--- src/verilog/hdp_pkg.sv ---
// constants shared by the host dma and frame buffer port
package hdp_pkg;
    // register byte offsets
    localparam logic [7:0] OFS_IRQ = 8'h40;
    localparam logic [7:0] OFS_FB = 8'h48;
    localparam logic [7:0] OFS_EOF = 8'h4A;
    localparam logic [7:0] OFS_BLK = 8'h4C;
    localparam logic [7:0] OFS_RDY = 8'h4E;
    localparam logic [7:0] OFS_ALO = 8'h50;
    localparam logic [7:0] OFS_AHI = 8'h52;
    localparam logic [7:0] OFS_LEN = 8'h54;
    localparam logic [7:0] OFS_DRD = 8'h56;
    localparam logic [7:0] OFS_DWR = 8'h5A;
    localparam logic [7:0] OFS_DQ = 8'h5E;

    // interrupt flag positions and the go bit
    localparam int IRQ_DMA = 6;
    localparam int IRQ_RXF = 8;
    localparam int IRQ_FULL = 9;
    localparam int IRQ_WRC = 10;
    localparam int GO_BIT = 0;

    // sizes
    localparam int ADDR_W = 18;
    localparam int WORD_W = 16;
    localparam int DMA_MAX = 8;
    localparam int BLK_WORDS = 4;

    // values after reset
    localparam logic [17:0] RST_ADDR = 18'h00000;
    localparam logic [7:0] RST_LEN = 8'h00;
    localparam logic [15:0] RST_IRQ = 16'h0000;

    typedef enum logic [1:0] {
        ST_IDLE = 2'b00,
        ST_WR = 2'b01,
        ST_RD = 2'b10
    } hdp_state_e;
endpackage

--- src/verilog/hdp_buf2.sv ---
// two-entry buffer with valid and ready on both sides
`timescale 1ns/1ps
module hdp_buf2 #(
    parameter int WIDTH = 16
) (
    input wire logic clk_i,
    input wire logic rst_n_i,
    input wire logic in_valid_i,
    input wire logic [WIDTH-1:0] in_data_i,
    output logic in_ready_o,
    output logic out_valid_o,
    output logic [WIDTH-1:0] out_data_o,
    input wire logic out_ready_i
);
    if (WIDTH < 1) begin : g_chk
        $error("hdp_buf2: WIDTH must be at least 1");
    end

    logic [WIDTH-1:0] e1_reg;
    logic v1_reg;
    wire pop = out_valid_o & out_ready_i;
    wire push = in_valid_i & ~v1_reg;

    // ready comes from the second slot only, so it is a flop
    assign in_ready_o = ~v1_reg;

    always_ff @(posedge clk_i or negedge rst_n_i) begin
        if (!rst_n_i) begin
            out_valid_o <= 1'b0;
            v1_reg <= 1'b0;
            out_data_o <= '0;
            e1_reg <= '0;
        end else if (pop) begin
            out_data_o <= v1_reg ? e1_reg : in_data_i;
            out_valid_o <= v1_reg | push;
            v1_reg <= v1_reg & push;
            if (push) begin
                e1_reg <= in_data_i;
            end
        end else if (push) begin
            if (!out_valid_o) begin
                out_data_o <= in_data_i;
                out_valid_o <= 1'b1;
            end else begin
                e1_reg <= in_data_i;
                v1_reg <= 1'b1;
            end
        end
    end
endmodule

--- src/verilog/hdp_top.sv ---
// host dma engine and frame buffer port
`timescale 1ns/1ps
////////////////////////////////////////////////////////////////////////
module hdp_top #(
    parameter int MAX_WORDS = hdp_pkg::DMA_MAX,
    parameter int BLK = hdp_pkg::BLK_WORDS
) (
    input wire logic clk_i,
    input wire logic rst_n_i,
    input wire logic [7:0] reg_addr_i,
    input wire logic reg_wr_i,
    input wire logic reg_rd_i,
    input wire logic reg_byte_i,
    input wire logic [15:0] reg_wdata_i,
    output logic [15:0] reg_rdata_o,
    output logic reg_rvalid_o,
    output logic mem_req_o,
    output logic mem_we_o,
    output logic [17:0] mem_addr_o,
    output logic [15:0] mem_wdata_o,
    input wire logic mem_ack_i,
    input wire logic [15:0] mem_rdata_i,
    input wire logic rx_frame_i,
    input wire logic rx_valid_i,
    input wire logic [15:0] rx_data_i,
    input wire logic rx_last_i,
    output logic rx_ready_o,
    output logic tx_valid_o,
    output logic [15:0] tx_data_o,
    input wire logic tx_ready_i,
    input wire logic tx_space_i,
    output logic tx_frame_ok_o,
    output logic tx_frame_drop_o
);
    localparam int DW = $clog2(MAX_WORDS);
    localparam int CW = DW + 1;
    localparam int BW = $clog2(BLK);
    localparam int BCW = BW + 1;

    if (MAX_WORDS < 2 || MAX_WORDS > 128 || (1 << DW) != MAX_WORDS
        || BLK < 2 || (1 << BW) != BLK) begin : g_chk
        $error("hdp_top: depths must be powers of two in range");
    end

    ////////////////////////////////////////////////////////////////////
    // register port decode

    logic [17:0] addr_reg;
    logic [7:0] len_reg;
    logic [15:0] irq_reg;
    hdp_pkg::hdp_state_e st_reg;

    wire [6:0] wa = reg_addr_i[7:1];
    wire hit_irq = wa == hdp_pkg::OFS_IRQ[7:1];
    wire hit_fb = wa == hdp_pkg::OFS_FB[7:1];
    wire hit_eof = wa == hdp_pkg::OFS_EOF[7:1];
    wire hit_blk = wa == hdp_pkg::OFS_BLK[7:1];
    wire hit_rdy = wa == hdp_pkg::OFS_RDY[7:1];
    wire hit_alo = wa == hdp_pkg::OFS_ALO[7:1];
    wire hit_ahi = wa == hdp_pkg::OFS_AHI[7:1];
    wire hit_len = wa == hdp_pkg::OFS_LEN[7:1];
    wire hit_drd = wa == hdp_pkg::OFS_DRD[7:1];
    wire hit_dwr = wa == hdp_pkg::OFS_DWR[7:1];
    wire hit_dq = wa == hdp_pkg::OFS_DQ[7:1];

    // byte mode: odd address is the high lane, data on low bits
    wire [1:0] lane = reg_byte_i ? (reg_addr_i[0] ? 2'b10 : 2'b01) : 2'b11;
    wire [15:0] wd = reg_byte_i ? {2{reg_wdata_i[7:0]}} : reg_wdata_i;
    wire [15:0] wmask = {{8{lane[1]}}, {8{lane[0]}}};
    wire go_bit = lane[0] & wd[hdp_pkg::GO_BIT];
    wire dma_idle = st_reg == hdp_pkg::ST_IDLE;

    ////////////////////////////////////////////////////////////////////
    // dma data fifo

    logic [15:0] dq_mem [MAX_WORDS];
    logic [DW-1:0] dq_wp_reg;
    logic [DW-1:0] dq_rp_reg;
    logic [CW-1:0] dq_cnt_reg;
    logic [CW-1:0] rem_reg;
    logic [17:0] ptr_reg;
    logic dwph_reg;
    logic [7:0] dwlo_reg;
    logic drph_reg;

    wire go_rd = reg_wr_i & hit_drd & go_bit & dma_idle;
    wire go_wr = reg_wr_i & hit_dwr & go_bit & dma_idle;
    wire dq_full = dq_cnt_reg == CW'(MAX_WORDS);
    wire dq_empty = dq_cnt_reg == '0;
    wire dq_hwr = reg_wr_i & hit_dq & dma_idle;
    wire dq_hword = dq_hwr & (~reg_byte_i | dwph_reg) & ~dq_full;
    wire [15:0] dq_hdata = reg_byte_i ? {reg_wdata_i[7:0], dwlo_reg} : reg_wdata_i;
    // a lone low byte is pushed at write-start; its upper half is filler
    wire dq_flush = go_wr & dwph_reg & ~dq_full;
    wire dq_hrd = reg_rd_i & hit_dq & dma_idle & ~dq_empty;
    wire dq_hpop = dq_hrd & (~reg_byte_i | drph_reg);
    wire mem_fin = mem_req_o & mem_ack_i;
    wire issue = ~dma_idle & ~mem_req_o & (rem_reg != '0);
    wire dma_end = ~dma_idle & ~mem_req_o & (rem_reg == '0);
    wire dq_mpush = mem_fin & ~mem_we_o;
    wire dq_mpop = issue & (st_reg == hdp_pkg::ST_WR) & ~dq_empty;
    wire dq_push = dq_hword | dq_flush | dq_mpush;
    wire dq_pop = dq_hpop | dq_mpop;
    wire [15:0] dq_pdata = dq_mpush ? mem_rdata_i
                         : dq_flush ? {8'h00, dwlo_reg} : dq_hdata;
    wire [CW-1:0] len_eff = (len_reg > 8'(MAX_WORDS)) ? CW'(MAX_WORDS)
                          : CW'(len_reg);

    always_ff @(posedge clk_i) begin
        if (dq_push) begin
            dq_mem[dq_wp_reg] <= dq_pdata;
        end
    end

    always_ff @(posedge clk_i or negedge rst_n_i) begin
        if (!rst_n_i) begin
            dq_wp_reg <= '0;
            dq_rp_reg <= '0;
            dq_cnt_reg <= '0;
        end else if (go_rd) begin
            // stale words would be read ahead of the fetched ones
            dq_wp_reg <= '0;
            dq_rp_reg <= '0;
            dq_cnt_reg <= '0;
        end else begin
            dq_wp_reg <= dq_wp_reg + DW'(dq_push);
            dq_rp_reg <= dq_rp_reg + DW'(dq_pop);
            dq_cnt_reg <= dq_cnt_reg + CW'(dq_push) - CW'(dq_pop);
        end
    end

    // byte phase of the data fifo, low byte first each way
    always_ff @(posedge clk_i or negedge rst_n_i) begin
        if (!rst_n_i) begin
            dwph_reg <= 1'b0;
            dwlo_reg <= 8'h00;
            drph_reg <= 1'b0;
        end else begin
            if (go_wr | go_rd) begin
                dwph_reg <= 1'b0;
            end else if (dq_hwr & reg_byte_i) begin
                dwph_reg <= ~dwph_reg;
                dwlo_reg <= reg_wdata_i[7:0];
            end
            if (go_rd) begin
                drph_reg <= 1'b0;
            end else if (dq_hrd & reg_byte_i) begin
                drph_reg <= ~drph_reg;
            end
        end
    end

    ////////////////////////////////////////////////////////////////////
    // dma sequencer

    always_ff @(posedge clk_i or negedge rst_n_i) begin
        if (!rst_n_i) begin
            st_reg <= hdp_pkg::ST_IDLE;
            rem_reg <= '0;
            ptr_reg <= hdp_pkg::RST_ADDR;
            mem_req_o <= 1'b0;
            mem_we_o <= 1'b0;
            mem_addr_o <= hdp_pkg::RST_ADDR;
            mem_wdata_o <= 16'h0000;
        end else begin
            unique case (st_reg)
                hdp_pkg::ST_IDLE: begin
                    rem_reg <= len_eff;
                    ptr_reg <= addr_reg;
                    if (go_wr) begin
                        st_reg <= hdp_pkg::ST_WR;
                    end else if (go_rd) begin
                        st_reg <= hdp_pkg::ST_RD;
                    end
                end
                hdp_pkg::ST_WR, hdp_pkg::ST_RD: begin
                    if (issue) begin
                        mem_req_o <= 1'b1;
                        mem_we_o <= st_reg == hdp_pkg::ST_WR;
                        mem_addr_o <= ptr_reg;
                        mem_wdata_o <= dq_mem[dq_rp_reg];
                    end
                    if (mem_fin) begin
                        mem_req_o <= 1'b0;
                        ptr_reg <= ptr_reg + 18'h00001;
                        rem_reg <= rem_reg - CW'(1);
                    end
                    if (dma_end) begin
                        st_reg <= hdp_pkg::ST_IDLE;
                    end
                end
                default: begin
                    st_reg <= hdp_pkg::ST_IDLE;
                end
            endcase
        end
    end

    ////////////////////////////////////////////////////////////////////
    // receive block, host reads through the frame fifo register

    logic [15:0] rxb_mem [BLK];
    logic [BCW-1:0] rx_cnt_reg;
    logic [BW-1:0] rx_rp_reg;
    logic rx_rdy_reg;
    logic frph_reg;

    wire rx_store = rx_valid_i & rx_ready_o;
    // block is ready when full or when the frame's last word lands
    wire rx_set = rx_store & ((rx_cnt_reg == BCW'(BLK - 1)) | rx_last_i);
    wire fb_hrd = reg_rd_i & hit_fb & rx_rdy_reg;
    wire fb_pop = fb_hrd & (~reg_byte_i | frph_reg);
    wire rx_done = fb_pop & ({1'b0, rx_rp_reg} + BCW'(1) == rx_cnt_reg);

    always_ff @(posedge clk_i) begin
        if (rx_store) begin
            rxb_mem[rx_cnt_reg[BW-1:0]] <= rx_data_i;
        end
    end

    always_ff @(posedge clk_i or negedge rst_n_i) begin
        if (!rst_n_i) begin
            rx_cnt_reg <= '0;
            rx_rp_reg <= '0;
            rx_rdy_reg <= 1'b0;
            rx_ready_o <= 1'b0;
            frph_reg <= 1'b0;
        end else begin
            rx_ready_o <= rx_done | (~rx_rdy_reg & ~rx_set);
            if (fb_hrd & reg_byte_i) begin
                frph_reg <= ~frph_reg;
            end
            if (rx_done) begin
                rx_cnt_reg <= '0;
                rx_rp_reg <= '0;
                rx_rdy_reg <= 1'b0;
            end else begin
                rx_cnt_reg <= rx_cnt_reg + BCW'(rx_store);
                rx_rp_reg <= rx_rp_reg + BW'(fb_pop);
                if (rx_set) begin
                    rx_rdy_reg <= 1'b1;
                end
            end
        end
    end

    ////////////////////////////////////////////////////////////////////
    // transmit block, drained through the two-entry buffer

    logic [15:0] txb_mem [BLK];
    logic [BCW-1:0] tx_cnt_reg;
    logic [BCW-1:0] txi_reg;
    logic tx_busy_reg;
    logic tx_eof_reg;
    logic fwph_reg;
    logic [7:0] fwlo_reg;
    logic sk_ready;

    wire fb_hwr = reg_wr_i & hit_fb & ~tx_busy_reg & (tx_cnt_reg != BCW'(BLK));
    wire fb_word = fb_hwr & (~reg_byte_i | fwph_reg);
    wire [15:0] fb_wdata = reg_byte_i ? {reg_wdata_i[7:0], fwlo_reg} : reg_wdata_i;
    wire go_blk = reg_wr_i & hit_blk & go_bit & ~tx_busy_reg;
    wire go_eof = reg_wr_i & hit_eof & go_bit & ~tx_busy_reg;
    wire sk_valid = tx_busy_reg & (txi_reg != tx_cnt_reg);
    wire sk_push = sk_valid & sk_ready;
    wire tx_fin = tx_busy_reg & (txi_reg == tx_cnt_reg);
    // space is sampled once, so one end commit gets exactly one answer
    wire wr_cmpl = tx_fin & (~tx_eof_reg | tx_space_i);
    wire buf_full = tx_fin & tx_eof_reg & ~tx_space_i;

    always_ff @(posedge clk_i) begin
        if (fb_word) begin
            txb_mem[tx_cnt_reg[BW-1:0]] <= fb_wdata;
        end
    end

    always_ff @(posedge clk_i or negedge rst_n_i) begin
        if (!rst_n_i) begin
            tx_cnt_reg <= '0;
            txi_reg <= '0;
            tx_busy_reg <= 1'b0;
            tx_eof_reg <= 1'b0;
            fwph_reg <= 1'b0;
            fwlo_reg <= 8'h00;
            tx_frame_ok_o <= 1'b0;
            tx_frame_drop_o <= 1'b0;
        end else begin
            tx_frame_ok_o <= wr_cmpl & tx_eof_reg;
            tx_frame_drop_o <= buf_full;
            if (fb_hwr & reg_byte_i) begin
                fwph_reg <= ~fwph_reg;
                fwlo_reg <= reg_wdata_i[7:0];
            end
            if (tx_fin) begin
                tx_busy_reg <= 1'b0;
                tx_cnt_reg <= '0;
                txi_reg <= '0;
            end else begin
                tx_cnt_reg <= tx_cnt_reg + BCW'(fb_word);
                txi_reg <= txi_reg + BCW'(sk_push);
                if (go_blk | go_eof) begin
                    tx_busy_reg <= 1'b1;
                    tx_eof_reg <= go_eof;
                    fwph_reg <= 1'b0;
                end
            end
        end
    end

    hdp_buf2 #(
        .WIDTH(16)
    ) u_txbuf (
        .clk_i(clk_i),
        .rst_n_i(rst_n_i),
        .in_valid_i(sk_valid),
        .in_data_i(txb_mem[txi_reg[BW-1:0]]),
        .in_ready_o(sk_ready),
        .out_valid_o(tx_valid_o),
        .out_data_o(tx_data_o),
        .out_ready_i(tx_ready_i)
    );

    ////////////////////////////////////////////////////////////////////
    // configuration and interrupt flags

    wire [15:0] irq_set = (16'(dma_end) << hdp_pkg::IRQ_DMA)
                        | (16'(rx_frame_i) << hdp_pkg::IRQ_RXF)
                        | (16'(buf_full) << hdp_pkg::IRQ_FULL)
                        | (16'(wr_cmpl) << hdp_pkg::IRQ_WRC);
    wire [15:0] irq_clr = (reg_wr_i & hit_irq) ? (wd & wmask) : 16'h0000;

    always_ff @(posedge clk_i or negedge rst_n_i) begin
        if (!rst_n_i) begin
            irq_reg <= hdp_pkg::RST_IRQ;
            addr_reg <= hdp_pkg::RST_ADDR;
            len_reg <= hdp_pkg::RST_LEN;
        end else begin
            // write one clears; a set in the same cycle wins
            irq_reg <= (irq_reg & ~irq_clr) | irq_set;
            if (reg_wr_i & hit_alo) begin
                addr_reg[15:0] <= (addr_reg[15:0] & ~wmask) | (wd & wmask);
            end
            if (reg_wr_i & hit_ahi & lane[0]) begin
                addr_reg[17:16] <= wd[1:0];
            end
            if (reg_wr_i & hit_len & lane[0]) begin
                len_reg <= wd[7:0];
            end
        end
    end

    ////////////////////////////////////////////////////////////////////
    // read data

    wire [15:0] rword = hit_irq ? irq_reg
                      : hit_fb ? (rx_rdy_reg ? rxb_mem[rx_rp_reg] : 16'h0000)
                      : hit_rdy ? {15'h0000, rx_rdy_reg}
                      : hit_alo ? addr_reg[15:0]
                      : hit_ahi ? {14'h0000, addr_reg[17:16]}
                      : hit_len ? {8'h00, len_reg}
                      : (hit_dq & ~dq_empty) ? dq_mem[dq_rp_reg]
                      : 16'h0000;
    wire sel_hi = hit_fb ? frph_reg : hit_dq ? drph_reg : reg_addr_i[0];
    wire [7:0] rbyte = sel_hi ? rword[15:8] : rword[7:0];
    wire [15:0] rnext = reg_byte_i ? {8'h00, rbyte} : rword;

    always_ff @(posedge clk_i or negedge rst_n_i) begin
        if (!rst_n_i) begin
            reg_rdata_o <= 16'h0000;
            reg_rvalid_o <= 1'b0;
        end else begin
            reg_rvalid_o <= reg_rd_i;
            if (reg_rd_i) begin
                reg_rdata_o <= rnext;
            end
        end
    end
endmodule
--- config.mk ---
export PLATFORM = sky130hd
export DESIGN_NAME = hdp_top
export DESIGN_NICKNAME = d
export VERILOG_FILES = /design/src/verilog/hdp_pkg.sv /design/src/verilog/hdp_buf2.sv /design/src/verilog/hdp_top.sv
export SDC_FILE = /design/constraint.sdc
export NUM_CORES = 1
export LEC_CHECK = 0
export BUFFER_PORTS_ARGS = -buffer_cell sky130_fd_sc_hd__clkbuf_2
export CORE_AREA = 2 2 284 286
export CTS_CLUSTER_SIZE = 25
export DETAILED_ROUTE_END_ITERATION = 12
export DIE_AREA = 0 0 286 288
export GPL_TIMING_DRIVEN = 0
export PLACE_DENSITY = 0.45
export SYNTH_ARGS = -nofsm -noshare
export SYNTH_HDL_FRONTEND = slang
export SYNTH_SLANG_ARGS = --single-unit
export TNS_END_PERCENT = 20
--- constraint.sdc ---
create_clock -name clk_i -period 5.8 [get_ports clk_i]
set_input_delay 0.29 -clock clk_i [delete_from_list [all_inputs] [get_ports clk_i]]
set_output_delay 0.29 -clock clk_i [all_outputs]
set_load 0.05 [all_outputs]
# [After elaboration in Yosys (flattened, before gate mapping)]
# Memories as Yosys holds them, arrays and structs flattened.
# Index checks and enable logic that the tools add are counted.
[op_classes] add_sub_neg=11 magnitude_cmp=1 n_eq_ne=23 muxes=68 n_bitwise=102 n_reduce_logical=22
[ops] op="$mux W16" count=23
[ops] op="$eq A7 B6 Y1 const B" count=11
[ops] op="$and A1 B1 Y1" count=61
[ops] op="$and A16 B16 Y16" count=3
[ops] op="$pmux W18 S2" count=1
[ops] op="$not A16 Y16" count=2
[ops] op="$mux W1" count=26
[ops] op="$add A18 B1 Y18 const B" count=1
[ops] op="$mux W18" count=1
[ops] op="$not A1 Y1" count=18
[ops] op="$reduce_and A2 Y1" count=9
[ops] op="$or A16 B11 Y16" count=1
[ops] op="$or A16 B16 Y16" count=1
[ops] op="$reduce_bool A2 Y1" count=8
[ops] op="$add A3 B1 Y3" count=5
[ops] op="$mux W3" count=5
[ops] op="$or A1 B1 Y1" count=13
[ops] op="$mux W2" count=6
[ops] op="$mux W4" count=3
[ops] op="$or A10 B11 Y11" count=1
[ops] op="$or A9 B10 Y10" count=1
[ops] op="$or A7 B9 Y9" count=1
[ops] op="$gt A8 B4 Y1 const B" count=1
[ops] op="$logic_not A4 Y1" count=2
[ops] op="other kinds (20)" count=23
[word_totals] regBits=200 mem_bits_rw=256 input_bits=67 elab_cells=266 memories=3
[memory_table] name="dq_mem" words=8 width=16 read_ports=1 rd_clocked_by_memory_dff=0 wr=1 line="hdp_top.sv:76" text="logic [15:0] dq_mem [MAX_WORDS];"
[memory_table] name="rxb_mem" words=4 width=16 read_ports=1 rd_clocked_by_memory_dff=0 wr=1 line="hdp_top.sv:202" text="logic [15:0] rxb_mem [BLK];"
[memory_table] name="txb_mem" words=4 width=16 read_ports=1 rd_clocked_by_memory_dff=0 wr=1 line="hdp_top.sv:250" text="logic [15:0] txb_mem [BLK];"

# [Logic depth before layout (Yosys ltp)]
# Gate-level depths: netlist of the first run.
[depth] word_depth=12 mapped_depth=14 mapped_depth_nobuf=13

# [Cells and area by module]
# From an unflattened synthesis of the first run, not the netlist that was laid out.
[hier_totals] cells_unflattened=1313 area_unflattened_um2=19441.1
[modules_own_cells] mod="hdp_top" n_inst=1 cells_per_inst=1213 area_per_inst_um2=17983.5 seq_area_each_um2=11841.4
[modules_own_cells] mod="hdp_buf2" n_inst=1 cells_per_inst=100 area_per_inst_um2=1457.6 seq_area_each_um2=850.8

# [Worst setup path before layout of the first run]
# Ideal clock, no wire load.
[synth_timing] kind="input to register" start="input reg_addr_i[2]" end="memory dq_mem[1][0], enable pin" setup_time_ps=409 arrival_time_ps=2581 required_ps=5391 slack_ps=2810 path_stages=6 n_path_buf=1 cell_sequence="buf_4 and2b_1 or4b_4 o22ai_2 o21ai_1 nor3_1"
[synth_between] elab_chain_cells=10 word_cells_on_any_way=15 cone_classes="2 x eq/ne; 2 x mux; 11 x bitwise"
[synth_rtl] item="start, declared" line="hdp_top.sv:10" text="input wire logic [7:0] reg_addr_i,"
[synth_rtl] item="$eq A7 B6 Y1" line="hdp_top.sv:63" text="wire hit_dwr = wa == hdp_pkg::OFS_DWR[7:1];"
[synth_rtl] item="$and A1 B1 Y1 (3 in a row)" line="hdp_top.sv:87" text="wire go_wr = reg_wr_i & hit_dwr & go_bit & dma_idle;"
[synth_rtl] item="$and A1 B1 Y1 (2 in a row)" line="hdp_top.sv:94" text="wire dq_flush = go_wr & dwph_reg & ~dq_full;"
[synth_rtl] item="$or A1 B1 Y1 (*) (2 in a row)" line="hdp_top.sv:102" text="wire dq_push = dq_hword | dq_flush | dq_mpush;"
[synth_rtl] item="$mux W1 (*)" line="hdp_top.sv:110" text="if (dq_push) begin"
[synth_rtl] item="$mux W1 (not written as such) (*)" line="hdp_top.sv:111" text="dq_mem[dq_wp_reg] <= dq_pdata;"
[synth_rtl] item="end, declared" line="hdp_top.sv:76"
# Mark *: on every way between the ends. The rest lies on a longest branch, timed or not.

# [Final worst setup path of the first run]
[layout_timing] start="register st_reg[0]" end="register dq_cnt_reg[3]"
[layout_between] elab_chain_cells=9 word_cells_on_any_way=23 cone_classes="2 x add/sub; 1 x eq/ne; 1 x mux; 18 x bitwise; 1 x reduce/logical"
[layout_rtl] item="start, declared" line="hdp_top.sv:51" text="hdp_pkg::hdp_state_e st_reg;"
[layout_rtl] item="start signal, assigned" line="hdp_top.sv:158" text="st_reg <= hdp_pkg::ST_IDLE;"
[layout_rtl] item="start signal, assigned" line="hdp_top.sv:171" text="st_reg <= hdp_pkg::ST_WR;"
[layout_rtl] item="start signal, assigned" line="hdp_top.sv:173" text="st_reg <= hdp_pkg::ST_RD;"
[layout_rtl] item="$logic_not A2 Y1" line="hdp_top.sv:71" text="wire dma_idle = st_reg == hdp_pkg::ST_IDLE;"
[layout_rtl] item="$and A1 B1 Y1 (tied with other cells)" line="hdp_top.sv:90" text="wire dq_hwr = reg_wr_i & hit_dq & dma_idle;"
[layout_rtl] item="$and A1 B1 Y1, on equally long branches (2 in a row)" line="hdp_top.sv:91, hdp_top.sv:94, hdp_top.sv:98"
[layout_rtl] item="$or A1 B1 Y1 / $and A1 B1 Y1 (equally long branches) (2 in a row)" line="hdp_top.sv:102, hdp_top.sv:101"
[layout_rtl] item="$add A4 B1 Y4 / $or A1 B1 Y1 (equally long branches)" line="hdp_top.sv:128, hdp_top.sv:103"
[layout_rtl] item="$sub A4 B1 Y4" line="hdp_top.sv:128" text="dq_cnt_reg <= dq_cnt_reg + CW'(dq_push) - CW'(dq_pop);"
[layout_rtl] item="$mux W4 (*)" line="hdp_top.sv:120" text="end else if (go_rd) begin"
[layout_rtl] item="end signal, assigned" line="hdp_top.sv:128"
[layout_rtl] item="end, declared" line="hdp_top.sv:79" text="logic [CW-1:0] dq_cnt_reg;"
# Marked as above.
# A chain may end at the register's enable or synchronous reset.

==> impl_metrics.yaml, run 1 <==
run_status:
  status: "finished, final reports clean"
power:
  ir_drop_mv: 0.2236
  leakage_nw: 9.500
  powerDensity_nw_per_um2: 377.3
floorplan:
  die_y_um: 288
  row_count: 104
  pin_count: 140
  core_area_um2: 79640
  dieWidth_um: 286
  initial_core_util_pct: 24.78
  die_area_um2: 82370
cells_and_area:
  nNetsFinal: 1663
  largest_register_ffs: 128
  utilization_pct: 30.18
  area_growth_pct: 21.78
  regMostFlops: "dq_mem"
  final_common_cell: "edfxtp_1"
  nFillCells: 8028
  drive_above_1_share_pct: 26.59
  mostFrequentLayoutCells: "edfxtp_1, dfrtp_1, clkbuf_2"
timing:
  rsz0062_at_grt: "false"
  timing.final.crit_share_pct: 59.84
  max_slew_margin_pct: 4.135
  period_minus_slack_ps: 3471
  drv_slew: 0
  worstMarginPinSlew_ps: 1398
  fin_tns_setup_ps: 0
  final_hold_viol_count: 0
  setup_viol: 0
  finClkSkew_ps: 26.19
  max_freq_mhz: 288.1
cts:
  insertion_delay_ps: 620
  cts.sinks: 456
  cts_resized: 0
  htree_num_levels: 2
  numCtsBuffers: 52
  cts_tree: "yes"
  post_cts_buffers: 0
  cts_hold_buf: 23
  cts.path.max_buffers: 3
  root_buffer: "clkbuf_16"
  clk_pin_slew_ps: 60
logic_synthesis:
  synthCells: 1345
  ys_types: 80
  synth-seq-cells: 456
  synth_flop_cell: "edfxtp_1"
  synth_top_area_share_pct: 38.95
  synth.avg_cell_area_um2: 14.67
  syn_area_um2: 19740
  seq_area_frac_synth_pct: 64.31
  synth-async-reset-ratio_pct: 43.86
  synth-edff-count: 256
  ys_warn_count: 0
  synth_top_area_cell: "edfxtp_1"
  syn-num-nets: 1435
  synth_area_leaders: "edfxtp_1, dfrtp_1, mux4_2"
worst_setup_path:
  path_max_fanout: 10
  crit_start: "st_reg[0]$_DFFE_PN0P_"
  rr_startpoint: "st_reg[0]$_DFFE_PN0P_"
  crit_arrival_ps: 3960
  cp-start-kind: "register"
  worst_r2r_path_depth: 14
  setup.worst_path.end_class: "register"
  worstPathRequired_ps: 6290
  crit_chain: "inv_1, ha_1, clkbuf_1, clkbuf_1, clkbuf_1, o2111ai_1, nand2_1, ha_1, inv_1, ha_1, a21o_1, a21oi_1, xnor2_1, nor2_1"
  rr_endpoint: "dq_cnt_reg[3]$_DFF_PN0_"
  cp_slowest_stage_delay_ps: 520
  crit_end: "dq_cnt_reg[3]$_DFF_PN0_"
  critPathKind: "reg2reg"
  slowest_stage: "clkbuf_1"
  r2r_setup_slack_ps: 2330
detailed_routing:
  wl_per_cell_um: 22.32
  viasPerCell: 4.620
  num_vias: 12370
  drtAntennaViolNets: 0
  drtIter0Drc: 939
  totalWireLength_um: 59760
  remaining_drc_errors: 0
  dr.pass1.iters: 5
global_routing:
  grt_pass1_wl_um: 86940
  overflow: 0
  antenna_found_initial: 7
  grt_pass1_vias: 12460
  track_usage_pct: 14.42
  grt_max_degree: 103
flow_run:
  maxCapViolCount: 0
place:
  dpl.hpwl_um: 43990
  place.gp.congestion: 0.8164
  portBuffers: 134
min_path:
  hold_start: "mem_rdata_i[3]"
  hold_class: "in2reg"
[worst max-delay path, delay by kind of cell (launching register included)]
kind	cells	cell delay, ps
buf+inv	5	1490
fa+ha+maj	3	570
compound gates	3	550
flops	1	390
simple gates	2	190
xor+xnor	1	150
[routing by layer]
layer  vias to the layer above  global-route usage, %  share of wire (%)
li1                       5533                      -                  -
met1                      6361                  20.11                 46
met3                        85                  2.987                6.2
met2                       389                  22.31                 45
met4                         4                  4.830                2.9
met5                         -                      0              0.032
[Yosys cell counts, types with 5 or more instances]
cell type / number
ha_1: 22
nor3b_1: 6
nand2b_1: 16
buf_4: 8
nand2_1: 103
nor2_1: 56
a32oi_1: 11
buf_2: 24
a31oi_1: 5
nor3_1: 13
edfxtp_1: 256
mux4_2: 64
nand4_1: 5
o22ai_1: 11
clkbuf_1: 35
mux2i_1: 52
and3_1: 11
mux2_2: 50
o21ai_0: 47
mux2_4: 8
xnor2_1: 20
o21a_1: 9
xor2_1: 7
buf_6: 5
and2_1: 13
nor2b_1: 16
nand3_1: 20
dfrtp_1: 200
a211oi_1: 7
a21oi_1: 43
a22oi_1: 7
mux2_1: 18
inv_1: 41
o21ai_1: 47
a21boi_0: 6
o31ai_1: 7
o22ai_2: 8
[report_power, final]
part           switching, mW  total, mW  internal, mW
registers              0.211       4.02          3.81
logic                   1.13       1.71         0.582
clock network           1.38       3.33          1.95
[cell type report]
cell class              count  area [um2]  share of cell area (%)
inverters                  41       153.9                  0.6404
repair buffers            174        1180                   4.909
clock buffers              68        1413                   5.878
plain buffers              75       379.1                   1.577
diodes                      1       2.502                 0.01041
clock inverters            30       325.3                   1.354
multi-input cells         773        6561                   27.30
flip-flops and latches    456       12690                   52.81
well taps                1060        1326                   5.519
[per-stage QoR]
stage          area (um2)  power (mW)  hold WS [ps]  instances  worst slack (ps)
4_1_cts             24030       9.195         136.9       2677              2319
6_report            24030       9.067         184.1       2678              2329
2_1_floorplan       19740       5.097        -5.591       1345              2810
3_3_place_gp        21730       5.697         464.4       2539             128.2
5_1_grt             24030       9.475         175.5       2677              2044
3_5_place_dp        22060       5.803         470.0       2556              2333
[logic make-up (layout without fill, tap and decap cells)]
family,count (synthesis),after routing,synth area share (%)
other cells,0,1,0
compound gates,239,239,8.020
xor+xnor,27,27,1.198
fa+ha+maj,23,23,1.496
mux,192,192,14.43
simple gates,292,292,7.843
flops,456,456,64.31
buf+inv,116,388,2.701
[worst min path at each step]
stage                                            end  slack, ps  cells after the start
after floorplan           asynchronous set/reset pin         -6                      0
after global placement         irq_reg[14]$_DFF_PN0_        460                      1
after detailed placement       irq_reg[13]$_DFF_PN0_        470                      1
after CTS                     dq_mem[5][3]$_DFFE_PP_        140                      3
after global routing         fwlo_reg[2]$_DFFE_PN0P_        180                      2
final                         dq_mem[5][3]$_DFFE_PP_        180                      3
No activity file was read; power rests on OpenSTA's default activity.
==> run 2, diff against run 1 <==
PLACE_DENSITY = 0.46   (was 0.45)
clock period = 2.9 ns   (was 5.8 ns; I/O delays follow)
==> run 2 against run 1 <==
Against the previous run:
- register-to-register slack worse by 2200 ps
- sequential share of layout area up 0.23 points
- critical path depth down 1
- global-route usage down 0.078 points
- largest cell class unchanged
- clock power up 86%
- clock-buffer cell count up 2
- critical path type is now in2reg
- via count down 1.2%
- die area unchanged
- cell area down 0.43%
- routed wire length down 1.6%
==> impl_metrics.yaml, run 2 (synthesis gave the netlist of run 1 again) <==
run_status:
  status: "finished, final reports clean"
worst_setup_path:
  crit_buf_inv: 4
  crit_chain: "dlygate4sd3_1, buf_6, a21bo_1, or4b_4, o22ai_2, buf_6, nor2_2, ha_1, inv_1, ha_1, fa_1, xnor2_1, nor2_1"
  crit_arrival_ps: 3220
  cp-start-kind: "input pin"
  path_delay_family: "buffers and inverters"
  cp_slowest_stage_delay_ps: 540
  slowest_stage: "dlygate4sd3_1"
  worstPathRequired_ps: 3370
  setup.worst_path.end_class: "register"
  critPathKind: "in2reg"
  crit_start: "reg_wdata_i[0]"
  path_max_fanout: 10
  rr_startpoint: "dq_rp_reg[1]$_DFF_PN0_"
power:
  leakage_nw: 9.451
  ir_drop_mv: 0.3979
  powerDensity_nw_per_um2: 737.3
global_routing:
  track_usage_pct: 14.34
  grt_pass1_vias: 12530
  grt_max_degree: 80
  overflow: 0
  grt_pass1_wl_um: 86790
  antenna_found_initial: 6
place:
  place_area_um2: 22080
  place.gp.congestion: 0.8274
  dpl.hpwl_um: 43370
  portBuffers: 134
  post-place-ws_ps: -526.2
detailed_routing:
  wl_per_cell_um: 22.00
  dr.pass1.iters: 5
  drtAntennaViolNets: 0
  totalWireLength_um: 58820
  viasPerCell: 4.570
  remaining_drc_errors: 0
  drtIter0Drc: 852
  num_vias: 12220
min_path:
  hold_class: "in2reg"
  hold_start: "reg_wdata_i[15]"
timing:
  max_freq_mhz: 363.2
  final_hold_viol_count: 0
  finClkSkew_ps: 32.67
  max_slew_margin_pct: 14.35
  worstMarginPinSlew_ps: 1249
  fin_ws_ps: 146.4
  timing.final.crit_share_pct: 94.95
  period_minus_slack_ps: 2754
  rsz0062_at_grt: "false"
  drv_slew: 0
  setup_viol: 0
  fin_tns_setup_ps: 0
cts:
  cts_tree: "yes"
  cts.sinks: 456
  cts.path.max_buffers: 3
  root_buffer: "clkbuf_16"
  clk_pin_slew_ps: 60
  htree_num_levels: 2
  numCtsBuffers: 49
  insertion_delay_ps: 600
cells_and_area:
  final_common_cell: "edfxtp_1"
  multi_input_area_um2: 6576
  mostFrequentLayoutCells: "edfxtp_1, dfrtp_1, clkbuf_2"
  design_area_um2: 23930
  largest_register_ffs: 128
  nFillCells: 8032
  nNetsFinal: 1661
  area_growth_pct: 21.26
  seq_area_um2: 12690
  drive_above_1_share_pct: 26.99
  regMostFlops: "dq_mem"
floorplan:
  dieWidth_um: 286
  die_area_um2: 82370
  pin_count: 140
  row_count: 104
  die_y_um: 288
  core_area_um2: 79640
  initial_core_util_pct: 24.78
flow_run:
  maxCapViolCount: 0
## run 2: changes by cell type in the layout (fill, tap and decap cells not counted), moves of 3 or more
cell,previous run,this run
clkbuf_16,53,50
bufinv_16,5,2
buf_6,11,14
clkbuf_1,47,44
clkbuf_8,4,8
clkinv_1,8,4
clkinv_2,8,11
## run 2: layout make-up
class,instances,area share [%]
Sequential cell,456,53.04
Multi-Input combinational cell,773,27.48
Clock buffer,70,5.835
Tap cell,1060,5.542
Timing Repair Buffer,177,5.030
Buffer,73,1.605
Clock inverter,22,0.8052
Inverter,41,0.6431
Antenna cell,2,0.02091
## run 2: worst min-delay path: cells and delay by family
| family | cells | cell delay, ps |
|---|---|---|
| buf+inv | 2 | 220 |
| mux | 1 | 110 |
## run 2: routing by layer
| metal | part of all wire [%] | track usage (%) |
|---|---|---|
| met1 | 45 | 19.34 |
| met4 | 2.7 | 4.699 |
| met5 | 0 | 0 |
| met3 | 5.8 | 3.225 |
| met2 | 46 | 22.84 |
## run 2: worst paths after layout
kind / endpoint / slack (ps) / cells past startpoint
min: txb_mem[2][15]$_DFFE_PP_ / 30 / 3
min reg2reg: irq_reg[14]$_DFF_PN0_ / 480 / 1
max in group asynchronous: u_txbuf.out_data_o[5]$_DFFE_PN0P_ / 1580 / 4
max: dq_cnt_reg[2]$_DFF_PN0_ / 150 / 13
min in group asynchronous: reg_rvalid_o$_DFF_PN0_ / 90 / 2
max reg2reg: reg_rdata_o[1]$_DFFE_PN0P_ / 170 / 5
## run 2: what timing repair did
| action | 4_1_cts | 5_1_grt |
|---|---|---|
| endpoints found under the hold margin | 143 | 0 |
| hold buffers | 24 | 0 |
| gates cloned | 0 | 0 |
| buffers inserted | 0 | 0 |
| gates resized for setup | 1 | 9 |
| endpoints found under the setup margin | 6 | 18 |
## run 2: report_power, final
| group | total, mW | internal (mW) | switching (mW) |
|---|---|---|---|
| sequential | 8.07 | 7.62 | 0.446 |
| clock | 6.19 | 3.54 | 2.64 |
| combinational | 3.39 | 1.17 | 2.22 |
## run 2: per-stage QoR
stage | hold WS (ps) | std cells | total power [mW] | util, %
finish | 27.41 | 2674 | 17.64 | 30.05
global route | 18.19 | 2673 | 18.44 | 30.05
CTS | 0.4595 | 2673 | 17.87 | 30.02
detailed placement | 212.9 | 2558 | 11.60 | 27.73
global placement | 361.7 | 2539 | 11.40 | 27.29
floorplan | -150.6 | 1345 | 10.19 | -
==> run 3, diff against run 2 <==
clock period = 2.3 ns   (was 2.9 ns; I/O delays follow)
==> run 3 against run 2 <==
Against the previous run:
- the run now ends with setup timing left
- worst setup slack worse by 280 ps
- cell area increased by 3.8%
- sequential power up 26%
- clock-buffer cell count down 2
- cell count grew 1.1%
- routed wire length is 1.1% higher
- global-route usage grew 0.062 points
- register-to-register slack got worse by 300 ps
- die area did not move
- flip-flop and latch count unchanged
- non-clock buffer count up 28
==> impl_metrics.yaml, run 3 (synthesis gave the netlist of run 1 again) <==
detailed_routing:
  remaining_drc_errors: 0
  drtAntennaViolNets: 0
  wl_per_cell_um: 21.99
  drtIter0Drc: 1025
  viasPerCell: 4.563
  num_vias: 12340
  dr.pass1.iters: 5
  totalWireLength_um: 59450
place:
  dpl.hpwl_um: 42990
  portBuffers: 134
  place_area_um2: 22110
  post-place-cells: 2555
  place.gp.congestion: 0.8280
worst_setup_path:
  setup.worst_path.end_class: "register"
  worstPathRequired_ps: 2790
  crit_arrival_ps: 2920
  cp-start-kind: "register"
  rr_startpoint: "dq_cnt_reg[2]$_DFF_PN0_"
  critPathKind: "reg2reg"
  path_max_fanout: 3
  crit_start: "dq_cnt_reg[2]$_DFF_PN0_"
global_routing:
  antenna_found_initial: 2
  grt_pass1_wl_um: 87090
  overflow: 0
  grt_max_degree: 105
  track_usage_pct: 14.41
  grt_pass1_vias: 12680
floorplan:
  die_area_um2: 82370
  initial_core_util_pct: 24.78
  die_y_um: 288
  pin_count: 140
  dieWidth_um: 286
  core_area_um2: 79640
  row_count: 104
run_status:
  failed_checks: "setup timing"
  status: "finished, violations left"
timing:
  whs_ps: 39.82
  timing.final.crit_share_pct: 105.7
  max_slew_margin_pct: 8.893
  setup_viol: 56
  final_hold_viol_count: 0
  max_freq_mhz: 411.5
  drv_slew: 0
  finClkSkew_ps: 39.85
  period_minus_slack_ps: 2430
  rsz0062_at_grt: "true"
  fin_ws_ps: -130.1
  worstMarginPinSlew_ps: 1329
cells_and_area:
  design_area_um2: 24840
  regMostFlops: "dq_mem"
  nNetsFinal: 1691
  final_common_cell: "edfxtp_1"
  final_cells: 2704
  mostFrequentLayoutCells: "edfxtp_1, dfrtp_1, clkbuf_2"
  area_growth_pct: 25.86
  drive_above_1_share_pct: 31.28
  utilization_pct: 31.19
  largest_register_ffs: 128
cts:
  root_buffer: "clkbuf_16"
  numCtsBuffers: 51
  htree_num_levels: 2
  cts.path.max_buffers: 3
  insertion_delay_ps: 610
  cts_tree: "yes"
  cts.sinks: 456
  clk_pin_slew_ps: 60
power:
  powerDensity_nw_per_um2: 947.9
  leakage_nw: 9.685
  ir_drop_mv: 0.5435
flow_run:
  maxCapViolCount: 0
min_path:
  hold_start: "reg_wdata_i[7]"
  hold_class: "in2reg"
run 3: worst paths after layout:
kind	end	slack [ps]	cells after the start
min in group asynchronous	reg_rvalid_o$_DFF_PN0_	140	2
max in group asynchronous	tx_cnt_reg[0]$_DFF_PN0_	1030	3
setup reg to reg	dq_cnt_reg[1]$_DFF_PN0_	-130	12
hold reg to reg	irq_reg[12]$_DFF_PN0_	480	1
hold / removal	irq_reg[7]$_DFF_PN0_	40	2
setup / recovery	dq_cnt_reg[1]$_DFF_PN0_	-130	12
run 3: through the flow:
stage | worst slack (ps) | TNS (ps) | power (mW)
global route | -218.3 | -14850 | 24.63
floorplan | -367.8 | -25430 | 12.87
detailed placement | -1153 | -134200 | 14.66
CTS | -140.1 | -5476 | 23.71
global placement | -3249 | -936000 | 14.38
finish | -130.1 | -2383 | 23.55
run 3: metal layers:
metal	GRT usage (%)	share of wire, %	vias to the layer above
li1	-	-	5608
met1	19.17	44	6361
met2	24.18	49	305
met3	2.805	5.1	62
met4	3.416	1.9	2
met5	0	0.022	-
run 3: power breakdown:
group	internal (mW)	switching [mW]
clock	5.02	3.37
combinational	1.93	3.02
sequential	9.61	0.604
total	16.6	6.99
run 3: area by class of cell:
type,instances,area [um2]
Antenna cell,1,2.502
Buffer,73,440.4
Clock buffer,68,1380
Clock inverter,27,341.6
Fill cell,7960,54800
Inverter,41,156.4
Multi-Input combinational cell,773,6983
Sequential cell,456,12690
Tap cell,1060,1326
Timing Repair Buffer,205,1515
run 3: repair_timing:
| action | CTS | global route |
|---|---|---|
| endpoints found under the setup margin | 359 | 315 |
| gates resized for setup | 86 | 39 |
| buffers inserted | 10 | 7 |
| hold buffers | 33 | 4 |
| pin swaps | 15 | 7 |
| hold endpoints to repair | 242 | 32 |
| gates cloned | 0 | 1 |
run 3: critical path: stages, from the launching register on:
cell,delay [ps]
dfrtp_1,380
inv_2,80
ha_4,120
or3b_4,390
nand3_4,80
o22ai_4,70
buf_6,130
nor2_4,120
ha_4,210
inv_4,50
ha_4,120
fa_2,420
and2_4,140
